`src/logic/i2c_tto_pkg.sv`:
```
// package: register map, field positions and types of the timing/timeout/wake block
package i2c_tto_pkg;
    localparam logic [7:0] OFF_FUNC = 8'h00;
    localparam logic [7:0] OFF_BAUD = 8'h08;
    localparam logic [7:0] OFF_LINE = 8'h2C;
    localparam logic [7:0] OFF_TXD = 8'h30;
    localparam logic [7:0] OFF_RXD = 8'h34;
    localparam logic [7:0] OFF_ADR0 = 8'h44;
    localparam logic [7:0] OFF_ADR1 = 8'h48;
    localparam logic [7:0] OFF_MSK0 = 8'h4C;
    localparam logic [7:0] OFF_MSK1 = 8'h50;
    localparam logic [7:0] OFF_WKCTL = 8'h54;
    localparam logic [7:0] OFF_WKSTS = 8'h58;
    localparam logic [7:0] OFF_PCTL = 8'h5C;
    localparam logic [7:0] OFF_PIEN = 8'h60;
    localparam logic [7:0] OFF_PSTS = 8'h64;
    localparam logic [7:0] OFF_MATCH = 8'h88;
    localparam logic [7:0] OFF_TMCTL = 8'h8C;
    localparam logic [31:0] RST_BAUD = 32'h00003C00;
    localparam logic [31:0] RST_TMCTL = 32'h00020000;
    localparam logic [31:0] BAUD_MASK = 32'h03FF7F3F;
    localparam logic [31:0] LINE_MASK = 32'h00000F01;
    localparam logic [31:0] PCTL_MASK = 32'h03FF03FF;
    localparam logic [31:0] TMCTL_MASK = 32'h01FF01FF;
    localparam logic [2:0] MODE_I2C = 3'h4;
    // protocol status flag positions
    localparam int ST_TO = 5;
    localparam int ST_START = 8;
    localparam int ST_STOP = 9;
    localparam int ST_NACK = 10;
    localparam int ST_ARB = 11;
    localparam int ST_ERR = 12;
    localparam int ST_ACK = 13;
    localparam int ST_WKDONE = 16;
    localparam int ST_WKRW = 17;
    localparam logic [31:0] ST_W1C = 32'h00013F20;
    localparam logic [31:0] ST_STOPCNT = 32'h00003F00;
    // interrupt enable positions, one for each flag except ST_WKRW
    localparam int IE_TO = 0;
    localparam int IE_START = 1;
    localparam int IE_STOP = 2;
    localparam int IE_NACK = 3;
    localparam int IE_ARB = 4;
    localparam int IE_ERR = 5;
    localparam int IE_ACK = 6;
    localparam int IE_WKDONE = 7;
    localparam int IE_W = 8;
    localparam int PRESC_W = 5;
    localparam logic [PRESC_W-1:0] PRESC_LAST = 5'h1F;
    localparam int SCL_SAMPLES = 3;
    localparam logic [3:0] ADDR_BITS = 4'h8;

    typedef struct packed {
        logic ack;
        logic nack;
        logic arb_lost;
        logic err;
    } evt_s;

    typedef enum logic [1:0] {
        W_IDLE = 2'b00,
        W_ADDR = 2'b01,
        W_ACK = 2'b10,
        W_HOLD = 2'b11
    } wake_e;
endpackage : i2c_tto_pkg

```
`src/logic/i2c_tto.sv`:
```
// i2c channel slice: sda setup/hold delay, bus-hang timeout, address wake-up
// Overview of operation
// sda change delayed by setup_delay_count peripheral clocks
// software keeps setup count at most divider plus one minus 6
// software keeps hold count at most divider plus one minus 9
// sda change still pending at scl rise raises bus error
// hold delay used only as master; software zeroes it as slave
// 10-bit timeout_compare sits in protocol control bits 25..16
// enabled counter counts up to compare, then raises timeout flag
// counting stops when enable cleared or any protocol flag set; the code stops only on ST_TO and flags 13..8, not ST_WKDONE
// write 1 clears timeout_flag and restarts the counter
// timeout period is (compare+1) times 32 peripheral clocks
// software keeps measurement clock source at 0 for timeout
// wake enabled in power-down: matching address wakes the chip
// ack done while powered down, then scl held low until cleared
// wake_ack_done set after ack cycle of the wake frame
// software checks and clears wake_ack_done before wakeup_flag
// direction bit of wake frame captured in wake_frame_rw_bit
// wakeup_flag set on wake, cleared by writing 1
// software selects protocol 100 before other programming
// eeprom random read: write address bytes, repeated start, read
// delays count peripheral clocks, unaffected by clock stretching
// scl accepted only after three equal samples
// irq asserted while any enabled status flag is set
//
// The address-and-strobe port was chosen for this implementation.
module i2c_tto
    import i2c_tto_pkg::*;
#(
    parameter int CNT_W = 10
) (
    input wire logic clk,
    input wire logic rst,
    input wire logic [7:0] addr,
    input wire logic [31:0] wdata,
    input wire logic wr,
    input wire logic rd,
    output logic [31:0] rdata,
    input wire logic power_down,
    input wire logic master_mode,
    input wire evt_s evt,
    input wire logic sda_tx,
    input wire logic [15:0] rx_data,
    output logic [15:0] tx_data,
    output logic [2:0] protocol_select,
    input wire logic scl_i,
    output logic scl_o,
    output logic scl_oe,
    input wire logic sda_i,
    output logic sda_o,
    output logic sda_oe,
    output logic irq,
    output logic wake_req
);
    logic [2:0] func_r;
    logic [31:0] baud_r, line_r, pctl_r, tmctl_r, sts_r, sts_nxt;
    logic [15:0] txd_r;
    logic [9:0] adr0_r, adr1_r, msk0_r, msk1_r;
    logic [1:0] wkctl_r, match_r, match_nxt;
    logic wkf_r, wkf_nxt;
    logic [IE_W-1:0] ien_r;
    logic [31:0] rdata_r, rd_mux;

    // register decode
    wire wr_func = wr && addr == OFF_FUNC;
    wire wr_baud = wr && addr == OFF_BAUD;
    wire wr_line = wr && addr == OFF_LINE;
    wire wr_txd = wr && addr == OFF_TXD;
    wire wr_adr0 = wr && addr == OFF_ADR0;
    wire wr_adr1 = wr && addr == OFF_ADR1;
    wire wr_msk0 = wr && addr == OFF_MSK0;
    wire wr_msk1 = wr && addr == OFF_MSK1;
    wire wr_wkctl = wr && addr == OFF_WKCTL;
    wire wr_wksts = wr && addr == OFF_WKSTS;
    wire wr_pctl = wr && addr == OFF_PCTL;
    wire wr_pien = wr && addr == OFF_PIEN;
    wire wr_psts = wr && addr == OFF_PSTS;
    wire wr_match = wr && addr == OFF_MATCH;
    wire wr_tmctl = wr && addr == OFF_TMCTL;

    wire i2c_on = func_r == MODE_I2C;
    wire [9:0] to_cmp = pctl_r[25:16];
    wire [8:0] setup_cnt = tmctl_r[8:0];
    wire [8:0] hold_cnt = tmctl_r[24:16];

    // scl filter: a level is believed only after three equal samples
    logic [SCL_SAMPLES-1:0] scl_hist_r;
    logic scl_f_r, sda_q_r;
    wire scl_all1 = &scl_hist_r;
    wire scl_all0 = ~|scl_hist_r;
    wire scl_f_nxt = scl_all1 ? 1'b1 : (scl_all0 ? 1'b0 : scl_f_r);
    wire scl_rise = scl_f_nxt && !scl_f_r;
    wire scl_fall = !scl_f_nxt && scl_f_r;
    wire start_det = scl_f_r && scl_f_nxt && sda_q_r && !sda_i;
    wire stop_det = scl_f_r && scl_f_nxt && !sda_q_r && sda_i;

    always_ff @(posedge clk) begin
        if (rst) begin
            scl_hist_r <= '1;
            scl_f_r <= 1'b1;
            sda_q_r <= 1'b1;
        end else begin
            scl_hist_r <= {scl_hist_r[SCL_SAMPLES-2:0], scl_i};
            scl_f_r <= scl_f_nxt;
            sda_q_r <= sda_i;
        end
    end

    // sda delay path; counts clk only, so stretched scl does not change it
    logic sda_tgt_r, sda_out_r, pend_r;
    logic [9:0] dly_r;
    wire [9:0] hold_add = master_mode ? {1'b0, hold_cnt} : 10'h000;
    wire [9:0] dly_load = {1'b0, setup_cnt} + hold_add;
    wire new_req = sda_tx != sda_tgt_r;
    wire dly_done = pend_r && dly_r == 10'h000;
    wire [9:0] dly_nxt = new_req ? dly_load :
        (pend_r && !dly_done ? dly_r - 10'h001 : dly_r);
    // a late change overruns the low phase and is reported, then still sent when the count ends
    wire late_err = pend_r && !dly_done && scl_rise;

    always_ff @(posedge clk) begin
        if (rst) begin
            sda_tgt_r <= 1'b1;
            sda_out_r <= 1'b1;
            pend_r <= 1'b0;
            dly_r <= 10'h000;
        end else begin
            sda_tgt_r <= sda_tx;
            dly_r <= dly_nxt;
            pend_r <= new_req || (pend_r && !dly_done);
            if (dly_done && !new_req)
                sda_out_r <= sda_tgt_r;
        end
    end

    // timeout counter: 5-bit prescale in front of the compare counter
    logic [PRESC_W-1:0] presc_r;
    logic [CNT_W-1:0] tcnt_r;
    wire to_clr = wr_psts && wdata[ST_TO];
    wire to_run = ien_r[IE_TO] && i2c_on && !sts_r[ST_TO]
        && ~|(sts_r & ST_STOPCNT);
    wire presc_wrap = presc_r == PRESC_LAST;
    wire to_hit = to_run && presc_wrap
        && tcnt_r == CNT_W'(to_cmp);

    always_ff @(posedge clk) begin
        if (rst || (to_clr && ien_r[IE_TO]) || !to_run) begin
            presc_r <= '0;
            tcnt_r <= '0;
        end else begin
            presc_r <= presc_r + PRESC_W'(1);
            if (presc_wrap)
                tcnt_r <= to_hit ? tcnt_r : tcnt_r + CNT_W'(1);
        end
    end

    // wake-up address receiver, started only from a start seen in power-down
    wake_e wst_r, wst_nxt;
    logic [7:0] shift_r;
    logic [3:0] bit_r;
    wire wk_active = power_down && wkctl_r[0] && i2c_on;
    wire [9:0] rx_adr = {3'b000, shift_r[7:1]};
    wire hit0 = adr0_r != 10'h000 && ((rx_adr ^ adr0_r) & ~msk0_r) == 10'h000;
    wire hit1 = adr1_r != 10'h000 && ((rx_adr ^ adr1_r) & ~msk1_r) == 10'h000;
    wire addr_full = bit_r == ADDR_BITS;
    wire ack_end = wst_r == W_ACK && scl_fall;
    wire hold_end = !sts_r[ST_WKDONE];

    always_comb begin
        wst_nxt = wst_r;
        unique case (wst_r)
            W_IDLE:
                if (start_det && wk_active)
                    wst_nxt = W_ADDR;
            W_ADDR:
                if (stop_det || start_det)
                    wst_nxt = start_det && wk_active ? W_ADDR : W_IDLE;
                else if (addr_full && scl_fall)
                    wst_nxt = (hit0 || hit1) ? W_ACK : W_IDLE;
            W_ACK:
                if (scl_fall)
                    wst_nxt = W_HOLD;
            W_HOLD:
                if (hold_end)
                    wst_nxt = W_IDLE;
        endcase
    end

    always_ff @(posedge clk) begin
        if (rst) begin
            wst_r <= W_IDLE;
            shift_r <= 8'h00;
            bit_r <= 4'h0;
        end else begin
            wst_r <= wst_nxt;
            if (wst_r != W_ADDR || start_det) begin
                bit_r <= 4'h0;
            end else if (scl_rise && !addr_full) begin
                shift_r <= {shift_r[6:0], sda_i};
                bit_r <= bit_r + 4'h1;
            end
        end
    end

    // status flags: hardware set wins over a software clear in one cycle
    logic [31:0] sts_set;
    always_comb begin
        sts_set = 32'h0;
        sts_set[ST_TO] = to_hit;
        sts_set[ST_START] = start_det && i2c_on;
        sts_set[ST_STOP] = stop_det && i2c_on;
        sts_set[ST_NACK] = evt.nack;
        sts_set[ST_ARB] = evt.arb_lost;
        sts_set[ST_ERR] = evt.err || late_err;
        sts_set[ST_ACK] = evt.ack;
        sts_set[ST_WKDONE] = ack_end;
    end
    wire [31:0] sts_clr = wr_psts ? (wdata & ST_W1C) : 32'h0;
    always_comb begin
        sts_nxt = ((sts_r & ~sts_clr) | sts_set) & ST_W1C;
        sts_nxt[ST_WKRW] = ack_end ? shift_r[0] : sts_r[ST_WKRW];
    end
    assign wkf_nxt = ack_end || (wkf_r && !(wr_wksts && wdata[0]));
    assign match_nxt = (ack_end ? {hit1, hit0} : 2'b00)
        | (match_r & ~(wr_match ? wdata[1:0] : 2'b00));

    // register file
    always_ff @(posedge clk) begin
        if (rst) begin
            func_r <= 3'h0;
            baud_r <= RST_BAUD;
            line_r <= 32'h0;
            txd_r <= 16'h0000;
            adr0_r <= 10'h000;
            adr1_r <= 10'h000;
            msk0_r <= 10'h000;
            msk1_r <= 10'h000;
            wkctl_r <= 2'b00;
            pctl_r <= 32'h0;
            ien_r <= '0;
            tmctl_r <= RST_TMCTL;
        end else begin
            if (wr_func) func_r <= wdata[2:0];
            if (wr_baud) baud_r <= wdata & BAUD_MASK;
            if (wr_line) line_r <= wdata & LINE_MASK;
            if (wr_txd) txd_r <= wdata[15:0];
            if (wr_adr0) adr0_r <= wdata[9:0];
            if (wr_adr1) adr1_r <= wdata[9:0];
            if (wr_msk0) msk0_r <= wdata[9:0];
            if (wr_msk1) msk1_r <= wdata[9:0];
            if (wr_wkctl) wkctl_r <= wdata[1:0];
            if (wr_pctl) pctl_r <= wdata & PCTL_MASK;
            if (wr_pien) ien_r <= wdata[IE_W-1:0];
            if (wr_tmctl) tmctl_r <= wdata & TMCTL_MASK;
        end
    end

    always_ff @(posedge clk) begin
        if (rst) begin
            sts_r <= 32'h0;
            wkf_r <= 1'b0;
            match_r <= 2'b00;
        end else begin
            sts_r <= sts_nxt;
            wkf_r <= wkf_nxt;
            match_r <= match_nxt;
        end
    end

    // read mux; unmapped and write-only addresses read as zero
    always_comb begin
        unique case (addr)
            OFF_FUNC: rd_mux = {29'h0, func_r};
            OFF_BAUD: rd_mux = baud_r;
            OFF_LINE: rd_mux = line_r;
            OFF_RXD: rd_mux = {16'h0000, rx_data};
            OFF_ADR0: rd_mux = {22'h0, adr0_r};
            OFF_ADR1: rd_mux = {22'h0, adr1_r};
            OFF_MSK0: rd_mux = {22'h0, msk0_r};
            OFF_MSK1: rd_mux = {22'h0, msk1_r};
            OFF_WKCTL: rd_mux = {30'h0, wkctl_r};
            OFF_WKSTS: rd_mux = {31'h0, wkf_r};
            OFF_PCTL: rd_mux = pctl_r;
            OFF_PIEN: rd_mux = {{(32-IE_W){1'b0}}, ien_r};
            OFF_PSTS: rd_mux = sts_r;
            OFF_MATCH: rd_mux = {30'h0, match_r};
            OFF_TMCTL: rd_mux = tmctl_r;
            default: rd_mux = 32'h0;
        endcase
    end

    always_ff @(posedge clk) begin
        if (rst)
            rdata_r <= 32'h0;
        else
            rdata_r <= rd ? rd_mux : 32'h0;
    end

    // interrupt: enabled flags only
    logic [IE_W-1:0] flag_vec;
    always_comb begin
        flag_vec = '0;
        flag_vec[IE_TO] = sts_r[ST_TO];
        flag_vec[IE_START] = sts_r[ST_START];
        flag_vec[IE_STOP] = sts_r[ST_STOP];
        flag_vec[IE_NACK] = sts_r[ST_NACK];
        flag_vec[IE_ARB] = sts_r[ST_ARB];
        flag_vec[IE_ERR] = sts_r[ST_ERR];
        flag_vec[IE_ACK] = sts_r[ST_ACK];
        flag_vec[IE_WKDONE] = sts_r[ST_WKDONE];
    end
    assign irq = |(flag_vec & ien_r);

    // pins: open drain, enable high only while pulling low
    wire ack_drive = wst_r == W_ACK;
    wire scl_hold = wst_r == W_HOLD;
    wire wk_busy = wst_r != W_IDLE;
    assign scl_o = 1'b0;
    assign scl_oe = scl_hold;
    assign sda_o = 1'b0;
    assign sda_oe = ack_drive || (!wk_busy && i2c_on && !sda_out_r);
    assign rdata = rdata_r;
    assign wake_req = wkf_r;
    assign tx_data = txd_r;
    assign protocol_select = func_r;
endmodule : i2c_tto

```
`config.mk`:
```
export PLATFORM = sky130hd
export DESIGN_NAME = i2c_tto
export DESIGN_NICKNAME = d
export VERILOG_FILES = /design/src/logic/i2c_tto_pkg.sv /design/src/logic/i2c_tto.sv
export SDC_FILE = /design/constraint.sdc
export NUM_CORES = 1
export LEC_CHECK = 0
export ABC_CLOCK_PERIOD_IN_PS = 2150
export BUFFER_PORTS_ARGS = -buffer_cell sky130_fd_sc_hd__clkbuf_2
export CORE_MARGIN = 2
export CORE_UTILIZATION = 52
export DETAILED_ROUTE_END_ITERATION = 7
export PLACE_DENSITY = 0.81
export SKIP_CTS_REPAIR_TIMING = 1
export SYNTH_ARGS = -nofsm -noshare
export SYNTH_HDL_FRONTEND = slang
export SYNTH_SLANG_ARGS = --single-unit
```
`constraint.sdc`:
```
create_clock -name clk -period 2.15 [get_ports clk]
set_input_delay 0.43 -clock clk [delete_from_list [all_inputs] [get_ports clk]]
set_output_delay 0.43 -clock clk [all_outputs]
set_load 0.03 [all_outputs]
```
==> results of run 1 <==
## where the power goes
group	switching (mW)	internal, mW
Combinational	0.352	0.183
Sequential	0.0376	4.11
Clock	1.76	2.49
## worst max path at each step
stage               cells past startpoint  slack (ns)                     end                            start
finish                                  5       -0.06                  sda_oe  protocol_select[2]$_SDFFE_PP0P_
global route                            7       -0.09  tcnt_r[5]$_SDFFE_PP0P_  protocol_select[2]$_SDFFE_PP0P_
CTS                                     5       -0.16                  sda_oe  protocol_select[2]$_SDFFE_PP0P_
detailed placement                     10       -0.26   dly_r[8]$_SDFFE_PP0P_                      master_mode
global placement                       10       -0.23   dly_r[8]$_SDFFE_PP0P_                      master_mode
floorplan                               8        0.02   dly_r[6]$_SDFFE_PP0P_                      master_mode
## per-stage QoR
stage	util	cell area (µm²)	worst slack, ns
6_report	0.652	12300	-0.0575
3_5_place_dp	0.605	11400	-0.263
2_1_floorplan	-	10100	0.0223
3_3_place_gp	0.605	11400	-0.226
5_1_grt	0.652	12300	-0.0913
4_1_cts	0.649	12200	-0.160
## cell usage in the layout, fill, tap and decap left out, types with 15 or more instances in the layout
cell       netlist  layout
xnor2_1         39      39
nor2_1          79      78
clkbuf_16        0      25
nand2_1        248     247
nand4_1         16      16
dfxtp_1        220     219
inv_1           19      19
a222oi_1        16      16
buf_12           0      15
nand3_1         80      78
a22oi_1         33      33
a21oi_1        162     161
buf_4           12      79
clkbuf_2         2     109
## worst max-delay path, stage by stage, from the launching register on
cell	delay (ns)
dfxtp_2	0.33
or3b_4	0.43
nor2_2	0.10
nor2_1	0.04
nor2_1	0.17
buf_4	0.19
## cells in the mapped netlist (all sizes together), types with 3 or more instances
cell type  instances  share of area
nand2            249          0.093
dfxtp            220           0.44
a21oi            164          0.082
nand3             81          0.041
nor2              80          0.030
buf               47          0.027
clkbuf            46          0.017
xnor2             39          0.034
a22oi             33          0.025
inv               19         0.0071
and2              17          0.011
a222oi            16          0.016
ha                16          0.020
nand4             16         0.0099
mux2i             14          0.014
nor3              14         0.0080
xor2              14          0.012
o21ai             12         0.0060
a22o              11         0.0096
a221oi            10         0.0087
a31oi             10         0.0062
and3              10         0.0062
nor4               9         0.0089
a211oi             7         0.0052
nand2b             5         0.0034
o22ai              5         0.0031
or2                5         0.0031
or4                5         0.0041
nor2b              4         0.0025
nor3b              4         0.0035
o211ai             4         0.0040
and3b              3         0.0026
nor4b              3         0.0026
o21a               3         0.0022
o21bai             3         0.0022
or3                3         0.0019
## registers in the layout, indices dropped and copies added, names as in the netlist, 8 cells and up, named ones only
register / flops
adr0_r: 10
adr1_r: 10
baud_r: 23
dly_r: 10
ien_r: 8
msk0_r: 10
msk1_r: 10
pctl_r: 20
rdata: 26
shift_r: 8
sts_r: 9
tcnt_r: 10
tmctl_r: 18
tx_data: 16
## layer usage
layer / share of wire / vias to the layer above
met2: 0.45 / 606
li1: - / 4625
met3: 0.11 / 126
met4: 0.042 / 0
met1: 0.40 / 4703
met5: 0 / -
## cells by family (layout without fill, tap and decap cells)
family | after synthesis | in the layout | synth area share
AOI/OAI and AO/OA | 297 | 297 | 0.186
xor gates and xnor gates | 53 | 53 | 0.0461
adders and majority gates | 17 | 17 | 0.0219
buffers and inverters | 113 | 268 | 0.0517
DFF | 220 | 220 | 0.437
muxes | 16 | 16 | 0.0162
other | 1 | 8 | 0.000372
and+or+nand+nor | 518 | 519 | 0.240
## layout make-up
class	count	share of cell area
inverter	20	0.00611
clock buffer	30	0.0549
multi-input combinational	910	0.425
tap	260	0.0265
timing repair buffer	203	0.117
clock inverter	15	0.0117
sequential	220	0.359
==> impl_metrics.json, run 1 <==
{
  "r2r_start": "protocol_select[2]$_SDFFE_PP0P_",
  "ys.flop_type": "dfxtp_1",
  "grt_pass1_wl_mm": 50.7,
  "yosysWarningCount": 0,
  "start_kind": "flip-flop",
  "dr.pass1.iters": 6,
  "tns_ns": -0.0624,
  "drt-total-wl_mm": 32.7,
  "grtUsageMet2": 0.504,
  "cts_root_buf": "clkbuf_16",
  "die_area_um2": 20500,
  "num_vias": 10100,
  "leakagePower_nw": 4.52,
  "ir_drop_mv": 0.540,
  "p_per_area_nw_per_um2": 727,
  "r2r_cells": 7,
  "cts_tree": "yes",
  "num_rows": 50,
  "async_flop_share": 0,
  "htreeDepth": 1,
  "synthCells": 1235,
  "r2r_end": "tcnt_r[5]$_SDFFE_PP0P_",
  "place_congestion": 0.991,
  "grt_usage": 0.317,
  "avgSynthCellArea_um2": 8.15,
  "antennaDiodeCount": 0,
  "grt_max_degree": 128,
  "vias_per_cell": 6.07,
  "stdcell_count": 1658,
  "hpwlAfterDp_mm": 22.7,
  "nets": 1466,
  "period_share": 1.03,
  "fp.dieW_um": 143,
  "worst_slack_ns": -0.0575,
  "initial_core_util": 0.535,
  "die_y_um": 143,
  "cts_buffers": 25,
  "hold_start": "rx_data[15]",
  "wl_per_cell_um": 19.7,
  "drt_iter0_drc": 991,
  "clkLatencyLatePin_ns": 0.53,
  "status": "finished, violations left",
  "antenna_found_initial": 0,
  "finalHoldViolations": 0,
  "fmax_ghz": 0.453,
  "setup_viol": 2,
  "hold_depth": 3,
  "drv_cap": 0,
  "syn_area_um2": 10100,
  "hold_path_class": "in -> reg",
  "yosysSeqAreaShare": 0.437,
  "multi_input_area_um2": 5220,
  "slew_violations": 0,
  "min_to": "rdata[15]$_SDFF_PP0_",
  "io_pins": 126,
  "grt_overflow": 0,
  "fillCellCount": 1557,
  "path_clk_slew_ns": 0.06,
  "required_ns": 1.72,
  "synth_cell_types": 77,
  "finalClockSkew_ns": 0.00982,
  "grt_setup_unrepaired": "true",
  "whs_ns": 0.107,
  "cp_max_fo": 4,
  "use_met3": 0.0594,
  "slew_headroom": 0.558,
  "grt-busiest-layer": "met2",
  "port_buffers": 111,
  "critical_path_class": "reg -> out",
  "cts_sinks": 220,
  "synth_edf_count": 0,
  "drive_gt1_frac": 0.204,
  "drc": 0,
  "global_route.usage.met1": 0.425,
  "tightestPinTransition_ns": 0.661,
  "seqCellArea_um2": 4410,
  "coreArea_um2": 18800,
  "violations": "setup timing",
  "arrival_ns": 1.78,
  "p_total_mw": 8.93,
  "critPathCaptureType": "primary output",
  "r2r_slack_ns": 0,
  "grt_pass1_vias": 9271,
  "dp_cells": 1609,
  "ant_nets": 0,
  "clock_path_buffers": 3,
  "fin_crit_ns": 2.21,
  "syn_to_final_growth_pct": 22.0,
  "synth-seq-cells": 220
}
Note: power is estimated with default switching activity, not from simulation.
==> inputs of run 2 (changes only) <==
CELL_PAD_IN_SITES_DETAIL_PLACEMENT = 1   (was unset)
CELL_PAD_IN_SITES_GLOBAL_PLACEMENT = 1   (was unset)
CORE_UTILIZATION = 39   (was 52)
GPL_TIMING_DRIVEN = 0   (was unset)
REMOVE_ABC_BUFFERS = 1   (was unset)
==> run 2 against run 1 <==
Compared with the run above:
- the run still ends with setup timing left
- global-route usage down 6.2 points
- non-clock buffer count down 69
- sequential power about the same
- setup slack better by 0.013 ns
- sequential share of layout area up 0.57 points
- core utilization down 17 points
==> impl_metrics.json, run 2 (synthesis gave the netlist of run 1 again) <==
{
  "period_share": 1.02,
  "tightestPinTransition_ns": 1.05,
  "max_stage_delay_ns": 0.46,
  "drive_gt1_frac": 0.190,
  "clkLatencyLatePin_ns": 0.53,
  "clock_path_buffers": 3,
  "cts_root_buf": "clkbuf_16",
  "initial_core_util": 0.399,
  "arrival_ns": 1.76,
  "grt_pass1_vias": 9653,
  "finalClockSkew_ns": 0.0241,
  "io_pins": 126,
  "ir_drop_mv": 0.628,
  "grt_overflow": 0,
  "cts_tree": "yes",
  "grt_usage": 0.254,
  "cts_sinks": 220,
  "status": "finished, violations left",
  "fmax_ghz": 0.456,
  "cts_buffers": 25,
  "port_buffers": 111,
  "path_cells": "or3b_4 > nor2_2 > nor2_1 > nor2_1 > buf_4",
  "coreArea_um2": 25300,
  "num_rows": 58,
  "required_ns": 1.72,
  "tns_ns": -0.144,
  "grt_max_degree": 117,
  "fillCellCount": 3033,
  "fin_crit_ns": 2.19,
  "leakagePower_nw": 4.24,
  "num_vias": 9801,
  "die_y_um": 165,
  "post_dp_cell_area_um2": 10700,
  "p_per_area_nw_per_um2": 784,
  "dr.pass1.iters": 5,
  "finalHoldViolations": 0,
  "slew_headroom": 0.297,
  "p_total_mw": 9.50,
  "slew_violations": 0,
  "wl_per_cell_um": 21.9,
  "worst_slack_ns": -0.0449,
  "nets": 1397,
  "drt-total-wl_mm": 36.3,
  "drv_cap": 0,
  "critPathCaptureType": "primary output",
  "critical_path_class": "reg -> out",
  "antenna_found_initial": 0,
  "stdcell_area_um2": 12100,
  "setup_viol": 6,
  "fp.dieW_um": 165,
  "cp_common_cell": "nor2_1",
  "grt_pass1_wl_mm": 54.0,
  "path_clk_slew_ns": 0.07,
  "syn_to_final_growth_pct": 20.4,
  "violations": "setup timing",
  "layout_commonest_cell": "nand2_1",
  "antennaDiodeCount": 0,
  "drt_iter0_drc": 845,
  "drc": 0,
  "final_core_util": 0.480,
  "start_kind": "flip-flop",
  "htreeDepth": 1,
  "place_congestion": 0.880,
  "cp_max_fo": 4,
  "die_area_um2": 27100,
  "layout_common_cells": "243 x nand2_1, 214 x dfxtp_1, 160 x a21oi_1, 108 x clkbuf_2, 77 x nor2_1",
  "hold_path_class": "in -> reg",
  "vias_per_cell": 5.91,
  "ant_nets": 0,
  "hpwlAfterDp_mm": 23.7,
  "slowest_stage": "or3b_4",
  "grt_setup_unrepaired": "true",
  "largest_register_ffs": 26
}
==> run 2: cell count changes in the layout (fill, tap and decap cells not counted), moves of 4 or more <==
cell	before	now
and3_2	0	4
bufinv_16	2	6
dfxtp_2	1	5
buf_12	15	4
nand2_1	247	243
dfxtp_1	219	214
and3_1	10	5
clkbuf_8	3	7
buf_4	79	17
and2_0	4	0
clkinv_2	8	3
==> run 2: final timing paths <==
kind                                    from                       end  slack, ns  cells after the start
max          protocol_select[2]$_SDFFE_PP0P_                    sda_oe      -0.04                      5
min                                    scl_i  scl_hist_r[0]$_SDFF_PP1_       0.10                      2
max reg2reg            presc_r[0]$_SDFF_PP0_    tcnt_r[6]$_SDFFE_PP0P_      -0.04                      9
min reg2reg         tx_data[11]$_SDFFE_PP0P_  tx_data[11]$_SDFFE_PP0P_       0.46                      2
==> run 2: stage by stage <==
stage               hold slack [ns]  instances  setup WS, ns
finish                        0.102       1658       -0.0449
global placement              0.427       1590         -3.90
CTS                          0.0896       1637         -1.45
floorplan                     0.418       1149        -0.923
detailed placement            0.447       1593         -1.97
global route                  0.103       1658       -0.0933
==> run 2: critical path, delay by kind of cell (launching register included) <==
| family | cells | cell delay, ns |
|---|---|---|
| flops | 1 | 0.36 |
| simple gates | 4 | 0.71 |
| buf+inv | 1 | 0.17 |
==> run 2: per-layer routing <==
layer | up-vias | part of all wire | global-route usage
li1 | 4480 | - | -
met1 | 4841 | 0.41 | 0.323
met2 | 386 | 0.48 | 0.438
met3 | 94 | 0.069 | 0.0397
met4 | 0 | 0.046 | 0.0897
met5 | - | 0 | 0
==> run 2: area by class of cell <==
| type | instances | area [µm²] | share of cell area |
|---|---|---|---|
| Multi-Input combinational cell | 910 | 5440 | 0.449 |
| Tap cell | 330 | 413 | 0.0341 |
| Inverter | 20 | 78.8 | 0.00650 |
| Clock inverter | 13 | 226 | 0.0187 |
| Sequential cell | 220 | 4410 | 0.364 |
| Clock buffer | 31 | 708 | 0.0584 |
| Timing Repair Buffer | 134 | 836 | 0.0690 |
==> run 2: power by group <==
group / internal [mW] / switching, mW
logic: 0.158 / 0.370
clock network: 3.05 / 1.78
registers: 4.11 / 0.0366
total: 7.31 / 2.19
